$ cat config.mk
export PLATFORM = sky130hd
export DESIGN_NAME = adc_input_scan_select
export DESIGN_NICKNAME = d
export VERILOG_FILES = /design/src/scan_select_pkg.sv /design/src/scan_plan_decode.sv /design/src/adc_input_scan_select.sv
export SDC_FILE = /design/constraint.sdc
export NUM_CORES = 1
export LEC_CHECK = 0
export ABC_AREA = 0
export ABC_CLOCK_PERIOD_IN_PS = 3800
export BUFFER_PORTS_ARGS = -buffer_cell sky130_fd_sc_hd__buf_2
export CORE_MARGIN = 3
export CORE_UTILIZATION = 49
export DETAILED_ROUTE_END_ITERATION = 8
export PLACE_DENSITY = 0.73
export SYNTH_ARGS = -nofsm -noshare
export SYNTH_HDL_FRONTEND = slang
export SYNTH_SLANG_ARGS = --single-unit
$ cat constraint.sdc
create_clock -name sys_clk -period 3.8 [get_ports sys_clk]
set_input_delay 0.38 -clock sys_clk [delete_from_list [all_inputs] [get_ports sys_clk]]
set_output_delay 0.38 -clock sys_clk [all_outputs]
set_load 0.05 [all_outputs]
$ cat src/scan_select_pkg.sv
// Package for the input scan selection block: register layouts, reset values,
// selection codes. Assumes a host writes ten-bit control words over a parallel port.
package scan_select_pkg;

  localparam int REG_W = 10;
  localparam logic [1:0] ADDR_SETUP = 2'h0;
  localparam logic [1:0] ADDR_IFACE = 2'h1;

  // Setup register field positions
  localparam int CH_LO = 3;
  localparam int DIFF_LO = 5;
  localparam int SCAN_BIT = 7;
  localparam int TEST_LO = 8;

  // Interface register field positions
  localparam int RESET_BIT = 0;
  localparam int OVERFLOW_BIT = 1;
  localparam int FIFO_LEVEL_LO = 2;
  localparam int DATA_TYPE_BIT = 4;
  localparam int DATA_POL_BIT = 5;
  localparam int PIN_MODE_BIT = 6;
  localparam int FORMAT_BIT = 7;
  localparam int OFFSET_BIT = 8;
  localparam int READBACK_BIT = 9;

  localparam logic [9:0] SETUP_RESET = 10'h020;
  localparam logic [9:0] IFACE_RESET = 10'h030;

  // Conversion source codes
  typedef enum logic [2:0] {
    SRC_A_POS = 3'h0,
    SRC_A_NEG = 3'h1,
    SRC_B_POS = 3'h2,
    SRC_B_NEG = 3'h3,
    SRC_A_DIFF = 3'h4,
    SRC_B_DIFF = 3'h5,
    SRC_NONE = 3'h7
  } source_t;

  typedef enum logic [1:0] {
    TEST_NORMAL = 2'h0,
    TEST_UPPER = 2'h1,
    TEST_MID = 2'h2,
    TEST_LOWER = 2'h3
  } test_t;

  // One decoded selection: index of the last step and up to four steps
  typedef struct packed {
    logic [1:0] last_step;
    source_t step0;
    source_t step1;
    source_t step2;
    source_t step3;
    logic valid;
  } scan_plan_t;

  typedef struct packed {
    logic [9:0] setup;
    logic [9:0] iface;
  } regs_t;

endpackage

$ cat src/scan_plan_decode.sv
// Combinational decode of the scan, differential-count and channel fields
// into a sequence of conversion sources. Assumes package scan_select_pkg.
module scan_plan_decode (
  input wire logic scan,
  input wire logic [1:0] diffcount,
  input wire logic [1:0] channel_code,
  output scan_select_pkg::scan_plan_t plan
);
  always_comb begin
    plan = '{last_step: 2'h0, step0: scan_select_pkg::SRC_NONE,
             step1: scan_select_pkg::SRC_NONE, step2: scan_select_pkg::SRC_NONE,
             step3: scan_select_pkg::SRC_NONE, valid: 1'b0};
    case ({scan, diffcount, channel_code})
      5'h00, 5'h01, 5'h02, 5'h03: begin
        plan.step0 = scan_select_pkg::source_t'({1'b0, channel_code});
        plan.valid = 1'b1;
      end
      5'h04: begin
        plan.step0 = scan_select_pkg::SRC_A_DIFF;
        plan.valid = 1'b1;
      end
      5'h05: begin
        plan.step0 = scan_select_pkg::SRC_B_DIFF;
        plan.valid = 1'b1;
      end
      5'h11: begin
        plan = '{2'h1, scan_select_pkg::SRC_A_POS, scan_select_pkg::SRC_A_NEG,
                 scan_select_pkg::SRC_NONE, scan_select_pkg::SRC_NONE, 1'b1};
      end
      5'h12: begin
        plan = '{2'h2, scan_select_pkg::SRC_A_POS, scan_select_pkg::SRC_A_NEG,
                 scan_select_pkg::SRC_B_POS, scan_select_pkg::SRC_NONE, 1'b1};
      end
      5'h13: begin
        plan = '{2'h3, scan_select_pkg::SRC_A_POS, scan_select_pkg::SRC_A_NEG,
                 scan_select_pkg::SRC_B_POS, scan_select_pkg::SRC_B_NEG, 1'b1};
      end
      5'h15: begin
        plan = '{2'h1, scan_select_pkg::SRC_A_POS, scan_select_pkg::SRC_B_DIFF,
                 scan_select_pkg::SRC_NONE, scan_select_pkg::SRC_NONE, 1'b1};
      end
      5'h16: begin
        plan = '{2'h2, scan_select_pkg::SRC_A_POS, scan_select_pkg::SRC_A_NEG,
                 scan_select_pkg::SRC_B_DIFF, scan_select_pkg::SRC_NONE, 1'b1};
      end
      5'h19: begin
        plan = '{2'h1, scan_select_pkg::SRC_A_DIFF, scan_select_pkg::SRC_B_DIFF,
                 scan_select_pkg::SRC_NONE, scan_select_pkg::SRC_NONE, 1'b1};
      end
      default: begin
        // Reserved codes: no source, flagged invalid
        plan.valid = 1'b0;
      end
    endcase
  end
endmodule

$ cat src/adc_input_scan_select.sv
// Control register pair and input sequencer of a four-input sampling converter.
// Assumes a host writing ten-bit words with a register address, and a
// conversion strobe from the conversion clock logic, all on sys_clk.
//
// Summary of operation
// - The single-channel code is bits 3-4, the differential count bits 5-6 and scan bit 7.
// - A sequence is stepped only when scan selects more than one input, otherwise one source repeats.
// - With all scan and differential bits zero the channel code picks A+, A-, B+ or B- single ended.
// - Differential count 01 without scan converts the A pair for code 00 and B pair for code 01.
// - Scan with channel 01 alternates A+ and A-.
// - Scan with channel 10 cycles A+, A-, B+.
// - Scan with channel 11 cycles A+, A-, B+, B-.
// - Scan, differential count 01, channel 01 alternates A+ and the B pair.
// - Scan, differential count 01, channel 10 cycles A+, A- and the B pair.
// - Scan, differential count 10, channel 01 alternates the A pair and the B pair.
// - Test bits 8-9 select normal, upper reference, reference midpoint or lower reference.
// - The second register holds reset, overflow/fifo clear, level, data type, polarity, pin mode, format, offset and readback bits.
// - After reset the A pair difference is converted in normal mode.
module adc_input_scan_select (
  input wire logic sys_clk,
  input wire logic rst,
  input wire logic wr_strobe,
  input wire logic [1:0] wr_addr,
  input wire logic [9:0] wr_data,
  input wire logic rd_strobe,
  input wire logic [1:0] rd_addr,
  input wire logic conv_strobe,
  input wire logic fifo_overflow,
  output logic [9:0] rd_data,
  output scan_select_pkg::source_t conv_source,
  output scan_select_pkg::test_t test_select,
  output logic selection_valid,
  output logic fifo_clear,
  output logic device_reset,
  output logic [1:0] fifo_level,
  output logic data_av_pulse,
  output logic data_av_active_high,
  output logic rw_pin_mode,
  output logic output_number_format,
  output logic offset_calibration,
  output logic register_readback
);

  typedef struct packed {
    scan_select_pkg::regs_t regs;
    logic [1:0] step;
    logic overflow;
    logic fifo_clear;
    logic dev_reset;
    logic [9:0] rd_data;
    scan_select_pkg::source_t src;
  } state_t;

  state_t q, d;
  // Every selection starts on, and single selections stay on, the first step
  localparam logic [1:0] FIRST_STEP = 2'h0;

  scan_select_pkg::scan_plan_t plan;
  scan_select_pkg::scan_plan_t plan_wr;
  logic wr_setup;
  logic wr_iface;
  logic rd_iface;
  logic step_wrap;
  logic [1:0] step_next;
  logic [9:0] iface_wr;
  logic [9:0] iface_rd;
  logic scan;
  logic [1:0] diffcount;
  logic [1:0] channel_code;

  assign channel_code = q.regs.setup[scan_select_pkg::CH_LO +: 2];
  assign diffcount = q.regs.setup[scan_select_pkg::DIFF_LO +: 2];
  assign scan = q.regs.setup[scan_select_pkg::SCAN_BIT];

  scan_plan_decode u_decode (
    .scan(scan),
    .diffcount(diffcount),
    .channel_code(channel_code),
    .plan(plan)
  );

  // The incoming word is decoded as well, so a new selection shows its first
  // source in the same cycle as the register itself
  scan_plan_decode u_decode_wr (
    .scan(wr_data[scan_select_pkg::SCAN_BIT]),
    .diffcount(wr_data[scan_select_pkg::DIFF_LO +: 2]),
    .channel_code(wr_data[scan_select_pkg::CH_LO +: 2]),
    .plan(plan_wr)
  );

  function automatic scan_select_pkg::source_t pick(
    input scan_select_pkg::scan_plan_t p, input logic [1:0] s);
    case (s)
      2'h0: begin
        pick = p.step0;
      end
      2'h1: begin
        pick = p.step1;
      end
      2'h2: begin
        pick = p.step2;
      end
      default: begin
        pick = p.step3;
      end
    endcase
  endfunction

  // Address decode of the two host strobes; reserved addresses match neither
  assign wr_setup = wr_strobe && (wr_addr == scan_select_pkg::ADDR_SETUP);
  assign wr_iface = wr_strobe && (wr_addr == scan_select_pkg::ADDR_IFACE);
  assign rd_iface = rd_strobe && (rd_addr == scan_select_pkg::ADDR_IFACE);

  // Single and reserved selections never leave the first step
  assign step_wrap = !plan.valid || (q.step >= plan.last_step);
  assign step_next = step_wrap ? FIRST_STEP : q.step + 2'h1;

  // Bits 0 and 1 are commands, not storage, so they are never kept
  always_comb begin
    iface_wr = wr_data;
    iface_wr[scan_select_pkg::RESET_BIT] = 1'b0;
    iface_wr[scan_select_pkg::OVERFLOW_BIT] = 1'b0;
  end

  // Readback shows the overflow flag in place of the fifo clear command
  always_comb begin
    iface_rd = q.regs.iface;
    iface_rd[scan_select_pkg::OVERFLOW_BIT] = q.overflow;
    iface_rd[scan_select_pkg::RESET_BIT] = 1'b0;
  end

  always_comb begin
    d = q;
    d.fifo_clear = 1'b0;
    d.dev_reset = 1'b0;
    // Overflow flag: a new overflow wins over the clear-on-read
    if (rd_iface) begin
      d.overflow = 1'b0;
    end
    if (fifo_overflow) begin
      d.overflow = 1'b1;
    end
    // Read data is captured once and held until the next read
    if (rd_strobe) begin
      case (rd_addr)
        scan_select_pkg::ADDR_SETUP: begin
          d.rd_data = q.regs.setup;
        end
        scan_select_pkg::ADDR_IFACE: begin
          d.rd_data = iface_rd;
        end
        default: begin
          d.rd_data = 10'h000;
        end
      endcase
    end
    // Sequencer advances once per conversion
    if (conv_strobe) begin
      d.step = step_next;
      d.src = pick(plan, step_next);
    end else if (q.step == FIRST_STEP) begin
      d.src = pick(plan, FIRST_STEP);
    end
    // A setup write wins over a conversion in the same cycle and restarts the sequence
    if (wr_setup) begin
      d.regs.setup = wr_data;
      d.step = FIRST_STEP;
      d.src = pick(plan_wr, FIRST_STEP);
    end
    if (wr_iface) begin
      d.regs.iface = iface_wr;
      d.fifo_clear = wr_data[scan_select_pkg::OVERFLOW_BIT];
      if (wr_data[scan_select_pkg::RESET_BIT]) begin
        // Self-reset restores both registers and the sequence
        d.regs.setup = scan_select_pkg::SETUP_RESET;
        d.regs.iface = scan_select_pkg::IFACE_RESET;
        d.step = FIRST_STEP;
        d.src = scan_select_pkg::SRC_A_DIFF;
        d.overflow = 1'b0;
        d.dev_reset = 1'b1;
      end
    end
  end

  always_ff @(posedge sys_clk or posedge rst) begin
    if (rst) begin
      q.regs.setup <= scan_select_pkg::SETUP_RESET;
      q.regs.iface <= scan_select_pkg::IFACE_RESET;
      q.step <= 2'h0;
      q.overflow <= 1'b0;
      q.fifo_clear <= 1'b0;
      q.dev_reset <= 1'b0;
      q.rd_data <= 10'h000;
      q.src <= scan_select_pkg::SRC_A_DIFF;
    end else begin
      q <= d;
    end
  end

  // Read data and sequence source come straight from flip-flops
  assign rd_data = q.rd_data;
  assign conv_source = q.src;
  // Setup fields seen by the converter core
  assign test_select = scan_select_pkg::test_t'(q.regs.setup[scan_select_pkg::TEST_LO +: 2]);
  assign selection_valid = plan.valid;
  // Command pulses last exactly one cycle
  assign fifo_clear = q.fifo_clear;
  assign device_reset = q.dev_reset;
  // Interface fields, straight from storage
  assign fifo_level = q.regs.iface[scan_select_pkg::FIFO_LEVEL_LO +: 2];
  assign data_av_pulse = q.regs.iface[scan_select_pkg::DATA_TYPE_BIT];
  assign data_av_active_high = q.regs.iface[scan_select_pkg::DATA_POL_BIT];
  assign rw_pin_mode = q.regs.iface[scan_select_pkg::PIN_MODE_BIT];
  assign output_number_format = q.regs.iface[scan_select_pkg::FORMAT_BIT];
  assign offset_calibration = q.regs.iface[scan_select_pkg::OFFSET_BIT];
  assign register_readback = q.regs.iface[scan_select_pkg::READBACK_BIT];

endmodule

Yosys cells after proc, flatten, opt, wreduce, memory -nomap -nowiden

Cells that the tools add are included.

Output and inout bits: 26
Bits in registers: 38

Order comparisons: 1
Reduce and logical (&&, ||, !) cells: 21
Equality and inequality tests: 26
Mux-type cells: 21
Add/sub/neg operators: 1

Operators with widths:

| operator           | count |
|---|---|
| $eq 5x5->1 const B | 12 |
| $pmux 9 s5         | 1 |
| $mux 25            | 1 |
| $pmux 3 s4         | 2 |
| $mux 23            | 1 |
| $eq 5x2->1 const B | 4 |
| $eq 5x3->1 const B | 4 |
| $pmux 10 s2        | 1 |
| $mux 3             | 5 |
| $reduce_or 12->1   | 1 |
| $eq 5x1->1 const B | 2 |
| $logic_not 5->1    | 2 |
| $mux 10            | 1 |
| $reduce_or 5->1    | 2 |
| $pmux 3 s3         | 1 |
| $logic_not 2->1    | 4 |
| $reduce_or 2->1    | 4 |
| $reduce_or 4->1    | 2 |
| $eq 2x1->1 const B | 3 |
| $mux 2             | 3 |
| $pmux 2 s3         | 1 |
| $mux 1             | 4 |
| $logic_and 1x1->1  | 3 |
| $reduce_or 3->1    | 1 |
| other kinds (5)    | 5 |

Depth between registers and ports, before layout

Gate-level depths: netlist of the first run.

Word-level depth: 12
Mapped depth: 10

Cells and area by module

Synthesis of the first run repeated with hierarchy kept, for this count alone.

Cell total of the unflattened synthesis: 281
Area, all modules: 2414.8 um^2

Modules (own cells, without submodules):

| module                | times used | seq. area each (um^2) | cells each | area each (um^2) |
|---|---|---|---|---|
| adc_input_scan_select | 1          | 905.9                 | 207        | 1936.9 |
| scan_plan_decode      | 2          | 0.0                   | 37         | 239.0 |

Worst setup path after synthesis of the first run

No wires, ideal clock.

Path kind: flip-flop to flip-flop
Start point: register q (netlist bit diffcount[0])
End point: register q (netlist bit conv_source[0])
Period minus slack after synthesis: 2.310 ns
Library setup time: 0.099 ns
Required time: 3.701 ns
Arrival: 2.211 ns
Stages on the path, launching flop included: 10
Slack: 1.490 ns
Cells stage by stage: dfstp_2 > clkbuf_1 > nor2_1 > o211a_1 > ha_1 > nand2b_1 > a21oi_1 > nand3_1 > a21o_1 > a311oi_1

RTL lines:

| element     | line                        | source |
|---|---|---|
| from (decl) | adc_input_scan_select.sv:54 | `state_t q, d;` |

==> results of run 1 <==
-- flip-flops by register name, indices dropped and copies added (netlist names), 2 cells and up --
signal,cells
channel_code,2
fifo_level,2
conv_source,3
diffcount,2
test_select,2
rd_data,10
q,6
-- logic make-up after synthesis --
| family | Yosys count |
|---|---|
| AO/OA/AOI/OAI | 63 |
| adder cells (fa/ha/maj) | 3 |
| buffers and inverters | 52 |
| flip-flops | 36 |
| multiplexers | 11 |
| AND/OR/NAND/NOR | 86 |
-- report_power, final --
part	switching (mW)	internal, mW	total [mW]
Combinational	0.242	0.100	0.342
Clock	0.136	0.128	0.264
Sequential	0.0533	0.436	0.489
-- worst max-delay path, stage by stage, from the launching register on --
cell and delay (ns):
dfstp_2 0.67, a21oi_1 0.12, o211a_1 0.25, ha_1 0.26
nand2b_1 0.16, a21oi_1 0.31, nand3_1 0.14, a21o_1 0.17
a311oi_1 0.24
-- stage by stage --
stage	utilization	setup slack [ns]	power, mW	instances
2_1_floorplan	-	1.490	0.7891	251
3_3_place_gp	0.5442	1.440	0.8338	314
3_5_place_dp	0.5442	1.379	0.8369	314
4_1_cts	0.5655	1.371	1.102	322
5_1_grt	0.5655	1.176	1.156	322
6_report	0.5655	1.378	1.095	322
-- layout make-up --
class | instances | area (sq um)
sequential | 36 | 905.9
fill | 396 | 1788
multi-input combinational | 163 | 967.2
clock inverter | 3 | 18.77
clock buffer | 5 | 68.82
inverter | 19 | 71.32
tap | 50 | 62.56
timing repair buffer | 46 | 232.7
-- metal layers --
layer	routed length (um)	vias up	GRT usage
li1	-	888	-
met1	2254	821	0.2894
met2	2087	69	0.2801
met3	294	5	0.03740
met4	40	0	0.05219
met5	0	-	0
-- Yosys cell counts (all sizes together) (2+ instances only) --
cell type	instances
nand2	38
dfrtp	32
buf	22
inv	18
a21oi	17
nor2	14
o21ai	12
clkbuf	11
mux2i	10
o22ai	10
a31oi	7
nand2b	5
nand3	5
dfstp	4
nor2b	4
ha	3
nand4	3
a21o	2
a221o	2
and3	2
nor3	2
nor3b	2
nor4bb	2
o2111ai	2
or2	2
or3	2
-- worst max path at each step --
| stage | depth (start not counted) | from | endpoint |
|---|---|---|---|
| 6_report | 8 | diffcount[0]$_DFF_PP1_ | conv_source[0]$_DFF_PP0_ |
| 3_5_place_dp | 8 | diffcount[0]$_DFF_PP1_ | conv_source[0]$_DFF_PP0_ |
| 5_1_grt | 8 | channel_code[1]$_DFF_PP0_ | conv_source[0]$_DFF_PP0_ |
| 3_3_place_gp | 8 | diffcount[0]$_DFF_PP1_ | conv_source[0]$_DFF_PP0_ |
| 2_1_floorplan | 9 | diffcount[0]$_DFF_PP1_ | conv_source[0]$_DFF_PP0_ |
| 4_1_cts | 8 | diffcount[0]$_DFF_PP1_ | conv_source[0]$_DFF_PP0_ |
==> run summary, run 1 <==
The launching element type of the critical path was a register. The cell taking the most area after synthesis is dfrtp_1. At the end of the flow, the number of nets in the layout was 294.

The clock passes through at most 2 buffers. After synthesis the cells add up to 0.002141 sq mm. Counting flops with a built-in enable in the synthesized netlist gives 0.

Time the worst path needs with I/O delays and setup: 2.422 ns. In the layout the commonest cells are 45 x buf_2, 38 x nand2_1, 32 x dfrtp_1. The proportion of netlist area held by the largest area contributor was 0.3741; the worst endpoint required time was 3.99 ns. Counting the buffers created by CTS gives 5.

The area of the die was 0.005198 sq mm; the HPWL reported at the end of detailed placement was 3.424 mm. Setup total negative slack on the finished layout was measured at 0 ns. The worst ir drop on vdd was 0.2788 mV. The multiplexer share of the synthesized area was 0.05202; the via density per instance was 5.537. For this run, the top clock speed supported by timing is 0.4130 GHz. The logs give 1,783 for the overall via count from detail_route and 1.104 nW for the leakage component of the power. After detailed placement, the total cell area comes to 0.002240 sq mm. The number of buffers inserted by port buffering came out at 45. The clock net in this run drives a total of 36 sinks. The tools report the number of global-route vias before repair as 1,592.

Fraction of the mapped netlist area in simple logic gates: 0.1958. The repair_antennas step left the layout with diodes totalling 0. Setup slack on the worst reg-to-reg path comes out at 1.38 ns.

The library cell used as clock root buffer was clkbuf_8. The clock transition at the registers of the reported paths was 0.08 ns; the mean instance size in the synthesized netlist was 8.529 sq um. The startpoint identified for the worst register-to-register timing path is diffcount[0]$_DFF_PP1_. For the pin with the worst max-slew slack, the measured transition is 0.9329 ns. The worst endpoint data arrival time came out at 2.61 ns. The logs give 0.1917 for the total track usage and 0 for the hold-fix buffer count after cts. The largest clock skew in the final design was 0.007236 ns. The primary flip-flop cell chosen by synthesis mapping is dfrtp_1. After synthesis, the largest family of logic cells by area is simple AND/OR/NAND/NOR gates.

The number of synthesized register bits works out to 36. The core region is 0.004115 sq mm. Power spread over the standard cell area amounts to 470.6 mW/mm^2. The flow ran to the end, and the final reports show no timing, DRC or antenna violations. The floorplan step set the die height to 72.10 um.

Max-cap violations in this run came to 0. The worst setup path is of the reg2reg kind. The post-synthesis adder-cell area fraction was 0.01753; the number of distinct library cells after synthesis was 50. Setup repair after global routing left no endpoint under its margin. The first global-routing pass estimated 7.900 mm of wire. For this design the top-level I/O count stands at 46.

For this run, design rule violations remaining after detail routing come to 0. Setup violations remaining at the end of the flow were counted as 0. After clock tree synthesis, the setup repair step added 0 buffers.

The run gives 4 as the number of detailed-route iterations in the first pass. The share of the yosys chip area belonging to registers was 0.4231; the fraction of final layout cells with drive strength greater than 1 was 0.2316. Area growth from synthesis to final layout: 8.708%. Die width: 72.10 um.

Once layout is done, the placed cells without fillers occupy 0.002327 sq mm. The number of antenna violations at the first check in global routing is 0. The post-synthesis instance total came out at 251. For the worst-skew pair, the clock arrives at the later sink with an insertion delay of 0.28 ns.

TritonCTS built the clock tree. Detailed-route wire length per cell: 14.52 um. The kind of end point of the critical path is a register. The initialized floorplan defines 23 standard-cell rows. Effective utilization at floorplan: 0.5202.

The end of the worst register-to-register path is conv_source[0]$_DFF_PP0_. The worst relative slew slack is 0.3758, and the violation count after the first detailed-route iteration is 109. The tools report the number of slew-limit violations in the final report as 0. The detail route stage leaves a number of antenna-violating nets equal to 0. Entering global routing, the biggest net connects 29 pins. The number of cells on the worst reg-to-reg path is 8. The fraction of the cycle the final worst path needs is 0.6372.

The number of warning messages in the yosys log was 0; the final worst hold slack was 0.03379 ns. The final hold violation count was 0. The post-synthesis xor/xnor area fraction was 0. The class of the worst hold path is in2async.

Routability-driven placement finished with a final weighted congestion of 0.9344. After detailed routing, the total wire length is 4.676 mm. The library cell used most frequently in the layout, excluding fill and tap cells, is buf_2.

The total grt overflow was 0. The number of nets in the synthesized netlist is 274. The clock tree synthesis step divided the H-tree into 2 levels. The share of synthesized registers carrying an async set or reset is 1.000.

The run gives 0 as the post-cts gate resize count. After synthesis, the cell types taking the most area are dfrtp_1 37%, nand2_1 6.7%, buf_4 6.0%. In this run the worst path has a maximum fanout of 15. Fraction of the mapped netlist area in compound gates: 0.1864.
No activity file was read; power rests on OpenSTA's default activity.
==> inputs of run 2 (changes only) <==
--- a/config.mk
+++ b/config.mk
@@ -6,7 +6,7 @@
 export NUM_CORES = 1
 export LEC_CHECK = 0
 export ABC_AREA = 0
-export ABC_CLOCK_PERIOD_IN_PS = 3800
+export ABC_CLOCK_PERIOD_IN_PS = 2400
 export BUFFER_PORTS_ARGS = -buffer_cell sky130_fd_sc_hd__buf_2
 export CORE_MARGIN = 3
 export CORE_UTILIZATION = 49
==> constraint.sdc (replaced) <==
create_clock -name sys_clk -period 2.4 [get_ports sys_clk]
set_input_delay 0.24 -clock sys_clk [delete_from_list [all_inputs] [get_ports sys_clk]]
set_output_delay 0.24 -clock sys_clk [all_outputs]
set_load 0.05 [all_outputs]
==> run 2 against run 1 <==
Against the previous run: global-route usage about the same; routed wire length grew 1.7%; final cell count is 2.2% higher; first-iteration DRC count decreased by 0.92%; die area unchanged; setup slack lost 1.2 ns; register-to-register slack got worse by 1.1 ns; sequential share of layout area down 1.0 points.
==> run summary, run 2 (synthesis results as in run 1) <==
The flow ran to the end, and the final reports show no timing, DRC or antenna violations. The logs give 0 (unchanged) for the hold-fix buffer count after cts and 108 (-0.92%) for the violation count after the first detailed-route iteration. The total number of nets in the final design was 301 (+2.4%). STA classifies the critical path startpoint as a register. In this run the most used layer during global routing was met1.

For the number of setup violations in the final report, the log shows 0 (unchanged). The tools report the number of buffers created by CTS as 5 (unchanged). In the layout the commonest cells are 45 x buf_2, 38 x nand2_1, 32 x dfrtp_1. For the number of buffers inserted to repair setup after CTS, the log shows 0 (unchanged).

The tools report the total grt overflow as 0 (unchanged). Number of slew-limit violations in the final report: 0 (unchanged). The HPWL reported at the end of detailed placement is 3.515 mm (+2.7%), and the final antenna diode count is 0 (unchanged). Time the worst path needs with I/O delays and setup: 2.223 ns. Setup repair after global routing left no endpoint under its margin.

The largest clock skew in the final design came out at 0.007104 ns (-0.0001321 ns). Library cell used as clock root buffer: clkbuf_8. The detailed-route wire length per cell is 14.46 um (-0.43%), and the residual antenna-violating net count after detailed routing is 0 (unchanged). The run gives 0.5202 (unchanged) as the effective utilization at floorplan. The via density per instance was 5.407 (-2.3%); the final worst slack was 0.1771 ns (-1.201 ns). The number of detailed-route iterations in the first pass is 4 (unchanged), and the clock transition at the registers of the reported paths is 0.07 ns (about the same). The fmax came out at 0.4499 GHz.

The tools report the row count as 23 (unchanged). The class of the worst hold path is in2async. The first-pass GRT wire length came out at 7.803 mm (-1.2%). The tools report the number of remaining DRC errors as 0 (unchanged).

Slew at the pin with the worst max-slew slack: 0.5339 ns (-0.3990 ns). The post-cts gate resize count is 0 (unchanged). The area of the die was 0.005198 sq mm (unchanged). rd_data holds more flip-flops than any other register. The total negative setup slack is 0 ns (unchanged), and the I/O pin count is 46 (unchanged). The clock sink total came out at 36 (unchanged).

The area growth from synthesis to layout is 11.63%. The leakage component of the power was 1.140 nW (+3.2%). The total track usage is 0.1920 (+0.0002931).

The worst setup path is captured at a primary output. Worst-case clock buffer depth: 2 (unchanged). The logs give 1,779 (-0.22%) for the overall via count from detail_route and 0.2823 (-0.007124) for the fraction of met1 tracks used by global routing. The number of buffers inserted by port buffering is 45 (unchanged). TritonCTS built the clock tree.

The flip-flop count of the largest register, all copies and words added is 10 (unchanged). The library cell used most frequently in the layout, excluding fill and tap cells, is buf_2. The largest fanout on the critical path was 13 (-2).

For the met3 demand-to-capacity share in global routing, the log shows 0.04432 (+0.006925). The worst ir drop on vdd came out at 0.3253 mV (+17%). The total core area was 0.004115 sq mm (unchanged); the number of global-route vias before repair was 1,646 (+3.4%). The die span in y was 72.10 um (unchanged). The H-tree depth reported by CTS came out at 2 (unchanged). The insertion delay of the later-clocked pin in the worst-skew pair is 0.29 ns (about the same), and the die width is 72.10 um (unchanged).

Worst setup slack after placement: 0.1816 ns (-1.197 ns). The logs give 0.2740 (-0.006067) for the met2 capacity usage during global routing and 37 (+28%) for the largest net degree at the start of global routing. The worst endpoint required time is 2.16 ns (-1.83 ns). The tools report the worst relative slew slack as 0.6432 (+0.2675). The fraction of the cycle the final worst path needs was 0.9262; the final hold violation count was 0 (unchanged). The critical path in this run is classified as reg2out. Number of antenna violations at the first check in global routing: 0 (unchanged). The run gives 0 (unchanged) as the max-cap check violation count. The placer congestion estimate came out at 0.8966 (-4.0%).

The worst endpoint data arrival time came out at 1.98 ns (-0.63 ns). The overall power is 1.763 mW (+61%). The fraction of final layout cells with drive strength greater than 1 came out at 0.2581 (+0.02645).

The power density relative to cell area works out to 737.7 mW/mm^2 (+57%). For the final wirelength, the log shows 4.757 mm (+1.7%).
run 2: through the flow:
step	hold WS, ns	cells	utilization	cell area [sq um]
floorplan	0.3666	251	-	2141
global placement	0.3621	321	0.5570	2292
detailed placement	0.3705	321	0.5570	2292
CTS	0.05652	329	0.5783	2380
global route	0.07885	329	0.5807	2390
finish	0.04044	329	0.5807	2390
run 2: cell type report:
cell class / instances / area, sq um
clock buffers: 5 / 68.82
multi-input cells: 163 / 977.2
repair buffers: 53 / 285.3
fillers: 359 / 1725
inverters: 19 / 71.32
flip-flops and latches: 36 / 905.9
clock inverters: 3 / 18.77
well taps: 50 / 62.56
run 2: worst paths after layout:
| path | start | to | slack (ns) | cells past startpoint |
|---|---|---|---|---|
| max | channel_code[1]$_DFF_PP0_ | selection_valid | 0.18 | 4 |
| min in group sys_clk | fifo_overflow | iface_rd[1]$_DFF_PP0_ | 0.15 | 3 |
| min | rst | rd_data[3]$_DFFE_PP0P_ | 0.04 | 3 |
| max in group asynchronous | rst | diffcount[0]$_DFF_PP1_ | 1.99 | 3 |
| max reg2reg | diffcount[0]$_DFF_PP1_ | conv_source[0]$_DFF_PP0_ | 0.24 | 8 |
| min reg2reg | data_av_pulse$_DFFE_PP1P_ | data_av_pulse$_DFFE_PP1P_ | 0.50 | 2 |
run 2: where the power goes:
part / internal, mW / switching (mW)
registers: 0.689 / 0.0604
clock network: 0.202 / 0.223
logic: 0.176 / 0.412
run 2: critical path, cell delays in order, from the launching register on:
cell and delay (ns):
dfrtp_1 0.44, buf_4 0.20, or3b_1 0.38, a221o_2 0.43
buf_2 0.24
run 2: per-layer routing:
layer	wire length, um	up-vias
li1	-	907
met1	2309	806
met2	2074	59
met3	307	7
met4	66	0
met5	0	-
==> inputs of run 3 (changes only) <==
--- a/config.mk
+++ b/config.mk
@@ -6,7 +6,7 @@
 export NUM_CORES = 1
 export LEC_CHECK = 0
 export ABC_AREA = 0
-export ABC_CLOCK_PERIOD_IN_PS = 2400
+export ABC_CLOCK_PERIOD_IN_PS = 2700
 export BUFFER_PORTS_ARGS = -buffer_cell sky130_fd_sc_hd__buf_2
 export CORE_MARGIN = 3
 export CORE_UTILIZATION = 49
==> constraint.sdc (replaced) <==
create_clock -name sys_clk -period 2.7 [get_ports sys_clk]
set_input_delay 0.27 -clock sys_clk [delete_from_list [all_inputs] [get_ports sys_clk]]
set_output_delay 0.27 -clock sys_clk [all_outputs]
set_load 0.05 [all_outputs]
==> run 3 against run 2 <==
Against the previous run: clock power rose by 13%; sequential power is 11% lower; utilization barely moved; power is 5.6% lower; final cell count down 0.61%; non-clock buffer count is 2 lower; routed wire length is 1.5% higher; register-to-register slack better by 0.14 ns.
==> run summary, run 3 (synthesis results as in run 1) <==
The flow ran to the end, and the final reports show no timing, DRC or antenna violations. The flip-flop count of the largest register, all copies and words added is 10 (unchanged). The H-tree depth reported by CTS was 2 (unchanged); the I/O pin count was 46 (unchanged). The number of remaining DRC errors is 0 (unchanged).

The tools report the origin of the critical flop-to-flop path as diffcount[0]$_DFF_PP1_. The residual antenna-violating net count after detailed routing was 0 (unchanged); the insertion delay of the later-clocked pin in the worst-skew pair was 0.29 ns (about the same). For the hold-fix buffer count after cts, the log shows 0 (unchanged).

More flip-flops sit in one register than any other, and that register is rd_data. The via density per instance works out to 5.483 (+1.4%). The number of global-route vias before repair is 1,630 (-0.97%).

For the finished layout, the period the worst path requires is 2.318 ns. The tools report the total negative setup slack as 0 ns (unchanged). The number of buffers inserted by port buffering is 45 (unchanged). In the layout the commonest cells are 45 x buf_2, 38 x nand2_1, 32 x dfrtp_1. The run gives 23 (unchanged) as the row count.

Post-cts gate resize count: 0 (unchanged). In this run the critical register-to-register path is captured at conv_source[0]$_DFF_PP0_. The fraction of final layout cells with drive strength greater than 1 was 0.2455 (-0.01258); the number of slew-limit violations in the final report was 0 (unchanged). For the worst endpoint data arrival time, the log shows 2.51 ns (+0.53 ns). The run gives 3.493 mm (-0.62%) as the HPWL reported at the end of detailed placement. For the final wirelength, the log shows 4.829 mm (+1.5%).

The count of filler cells inserted in the layout is 384 (+7.0%). The logic depth of the worst register-to-register path is 8 (unchanged), and the fraction of the cycle the final worst path needs is 0.8584. The total grt overflow was 0 (unchanged); the final worst hold slack was 0.07384 ns (+0.03340 ns). First-pass GRT wire length: 7.997 mm (+2.5%).

The leading cell type in the layout, fill and taps excluded was buf_2. The placer congestion estimate is 0.9701 (+8.2%). The number of setup violations in the final report is 0 (unchanged). Area growth from synthesis to final layout: 11.57% (about the same). The tools report the overall via count from detail_route as 1,793 (+0.79%). For the largest net degree at the start of global routing, the log shows 37 (unchanged). The detailed-route wire length per cell is 14.77 um (+2.1%). The slew at the pin with the worst max-slew slack works out to 0.5093 ns (-0.02461 ns). The number of detailed-route iterations in the first pass was 4 (unchanged). Class of the most critical setup path: reg2reg. Setup repair after global routing left no endpoint under its margin. The worst endpoint required time was 2.89 ns (+0.73 ns); the total track usage was 0.1959 (+0.003937). STA classifies the critical path endpoint as a register. Area of the die: 0.005198 sq mm (unchanged). The logs give 0 (unchanged) for the final hold violation count and 125 (+16%) for the violation count after the first detailed-route iteration.

Number of buffers created by CTS: 5 (unchanged). The die span in y is 72.10 um (unchanged). TritonCTS built the clock tree.

The leakage component of the power was 1.135 nW (-0.36%). The launching instance or port of the critical path was diffcount[0]$_DFF_PP1_. The die width works out to 72.10 um (unchanged). The max-cap check violation count was 0 (unchanged); the total core area was 0.004115 sq mm (unchanged). The library cell used as clock root buffer is clkbuf_8. Effective utilization at floorplan: 0.5202 (unchanged). The tools report the largest clock skew in the final design as 0.01205 ns (+0.004950 ns).

The clock sink total is 36 (unchanged), and the total number of nets in the final design is 299 (-0.66%). The number of buffers inserted to repair setup after CTS is 0 (unchanged), and the power density relative to cell area is 696.5 mW/mm^2 (-5.6%). The worst ir drop on vdd was 0.3073 mV (-5.5%); the largest fanout on the critical path was 4 (-9). The worst-case clock buffer depth was 2 (unchanged). Derived from the worst setup path, the maximum achievable clock frequency is 0.4314 GHz. The class of the worst hold path was in2async. The number of antenna violations at the first check in global routing was 0 (unchanged). For the final antenna diode count, the log shows 0 (unchanged).

The register-to-register setup slack is 0.38 ns (+0.14 ns). The clock transition at the registers of the reported paths works out to 0.08 ns (about the same). The worst relative slew slack was 0.6597 (+0.01645).

STA classifies the critical path startpoint as a register.
## run 3: per-layer routing
metal  global-route usage  vias up  part of all wire
met5                    0        -                 0
met3              0.05263        9             0.078
met2               0.2659       75              0.44
li1                     -      900                 -
met1               0.2944      809              0.47
met4              0.07516        0             0.013
## run 3: through the flow
stage	instance area, sq um	std cells	worst slack (ns)	util	power [mW]
CTS	2389	327	0.3974	0.5804	1.667
floorplan	2141	251	0.3900	-	1.111
global placement	2277	319	0.5385	0.5534	1.187
global route	2389	327	0.2789	0.5804	1.750
detailed placement	2277	319	0.4507	0.5534	1.191
finish	2389	327	0.3822	0.5804	1.664
## run 3: cell type report
cell class | instances | area (sq um) | share of cell area
Multi-Input combinational cell | 163 | 967.2 | 0.4049
Sequential cell | 36 | 905.9 | 0.3793
Timing Repair Buffer | 51 | 270.3 | 0.1131
Inverter | 19 | 71.32 | 0.02986
Clock buffer | 5 | 68.82 | 0.02881
Tap cell | 50 | 62.56 | 0.02619
Clock inverter | 3 | 42.54 | 0.01781
## run 3: worst max-delay path by stage
stage,endpoint,slack [ns],cells past startpoint
2_1_floorplan,conv_source[0]$_DFF_PP0_,0.39,9
3_3_place_gp,conv_source[0]$_DFF_PP0_,0.54,8
3_5_place_dp,conv_source[0]$_DFF_PP0_,0.45,8
4_1_cts,conv_source[0]$_DFF_PP0_,0.40,8
5_1_grt,conv_source[0]$_DFF_PP0_,0.28,8
6_report,conv_source[0]$_DFF_PP0_,0.38,8
## run 3: worst max-delay path, cell delays in order, from the launching register on
cell,delay (ns)
dfstp_2,0.55
a21oi_1,0.08
o211a_1,0.24
ha_1,0.26
nand2b_1,0.15
a21oi_1,0.33
nand3_1,0.14
a21o_1,0.18
a311oi_1,0.28
## run 3: where the power goes
part	internal (mW)	switching, mW	total (mW)	leakage [nW]
combinational	0.150	0.367	0.517	0.622
sequential	0.613	0.0539	0.667	0.460
clock	0.273	0.207	0.480	0.0541
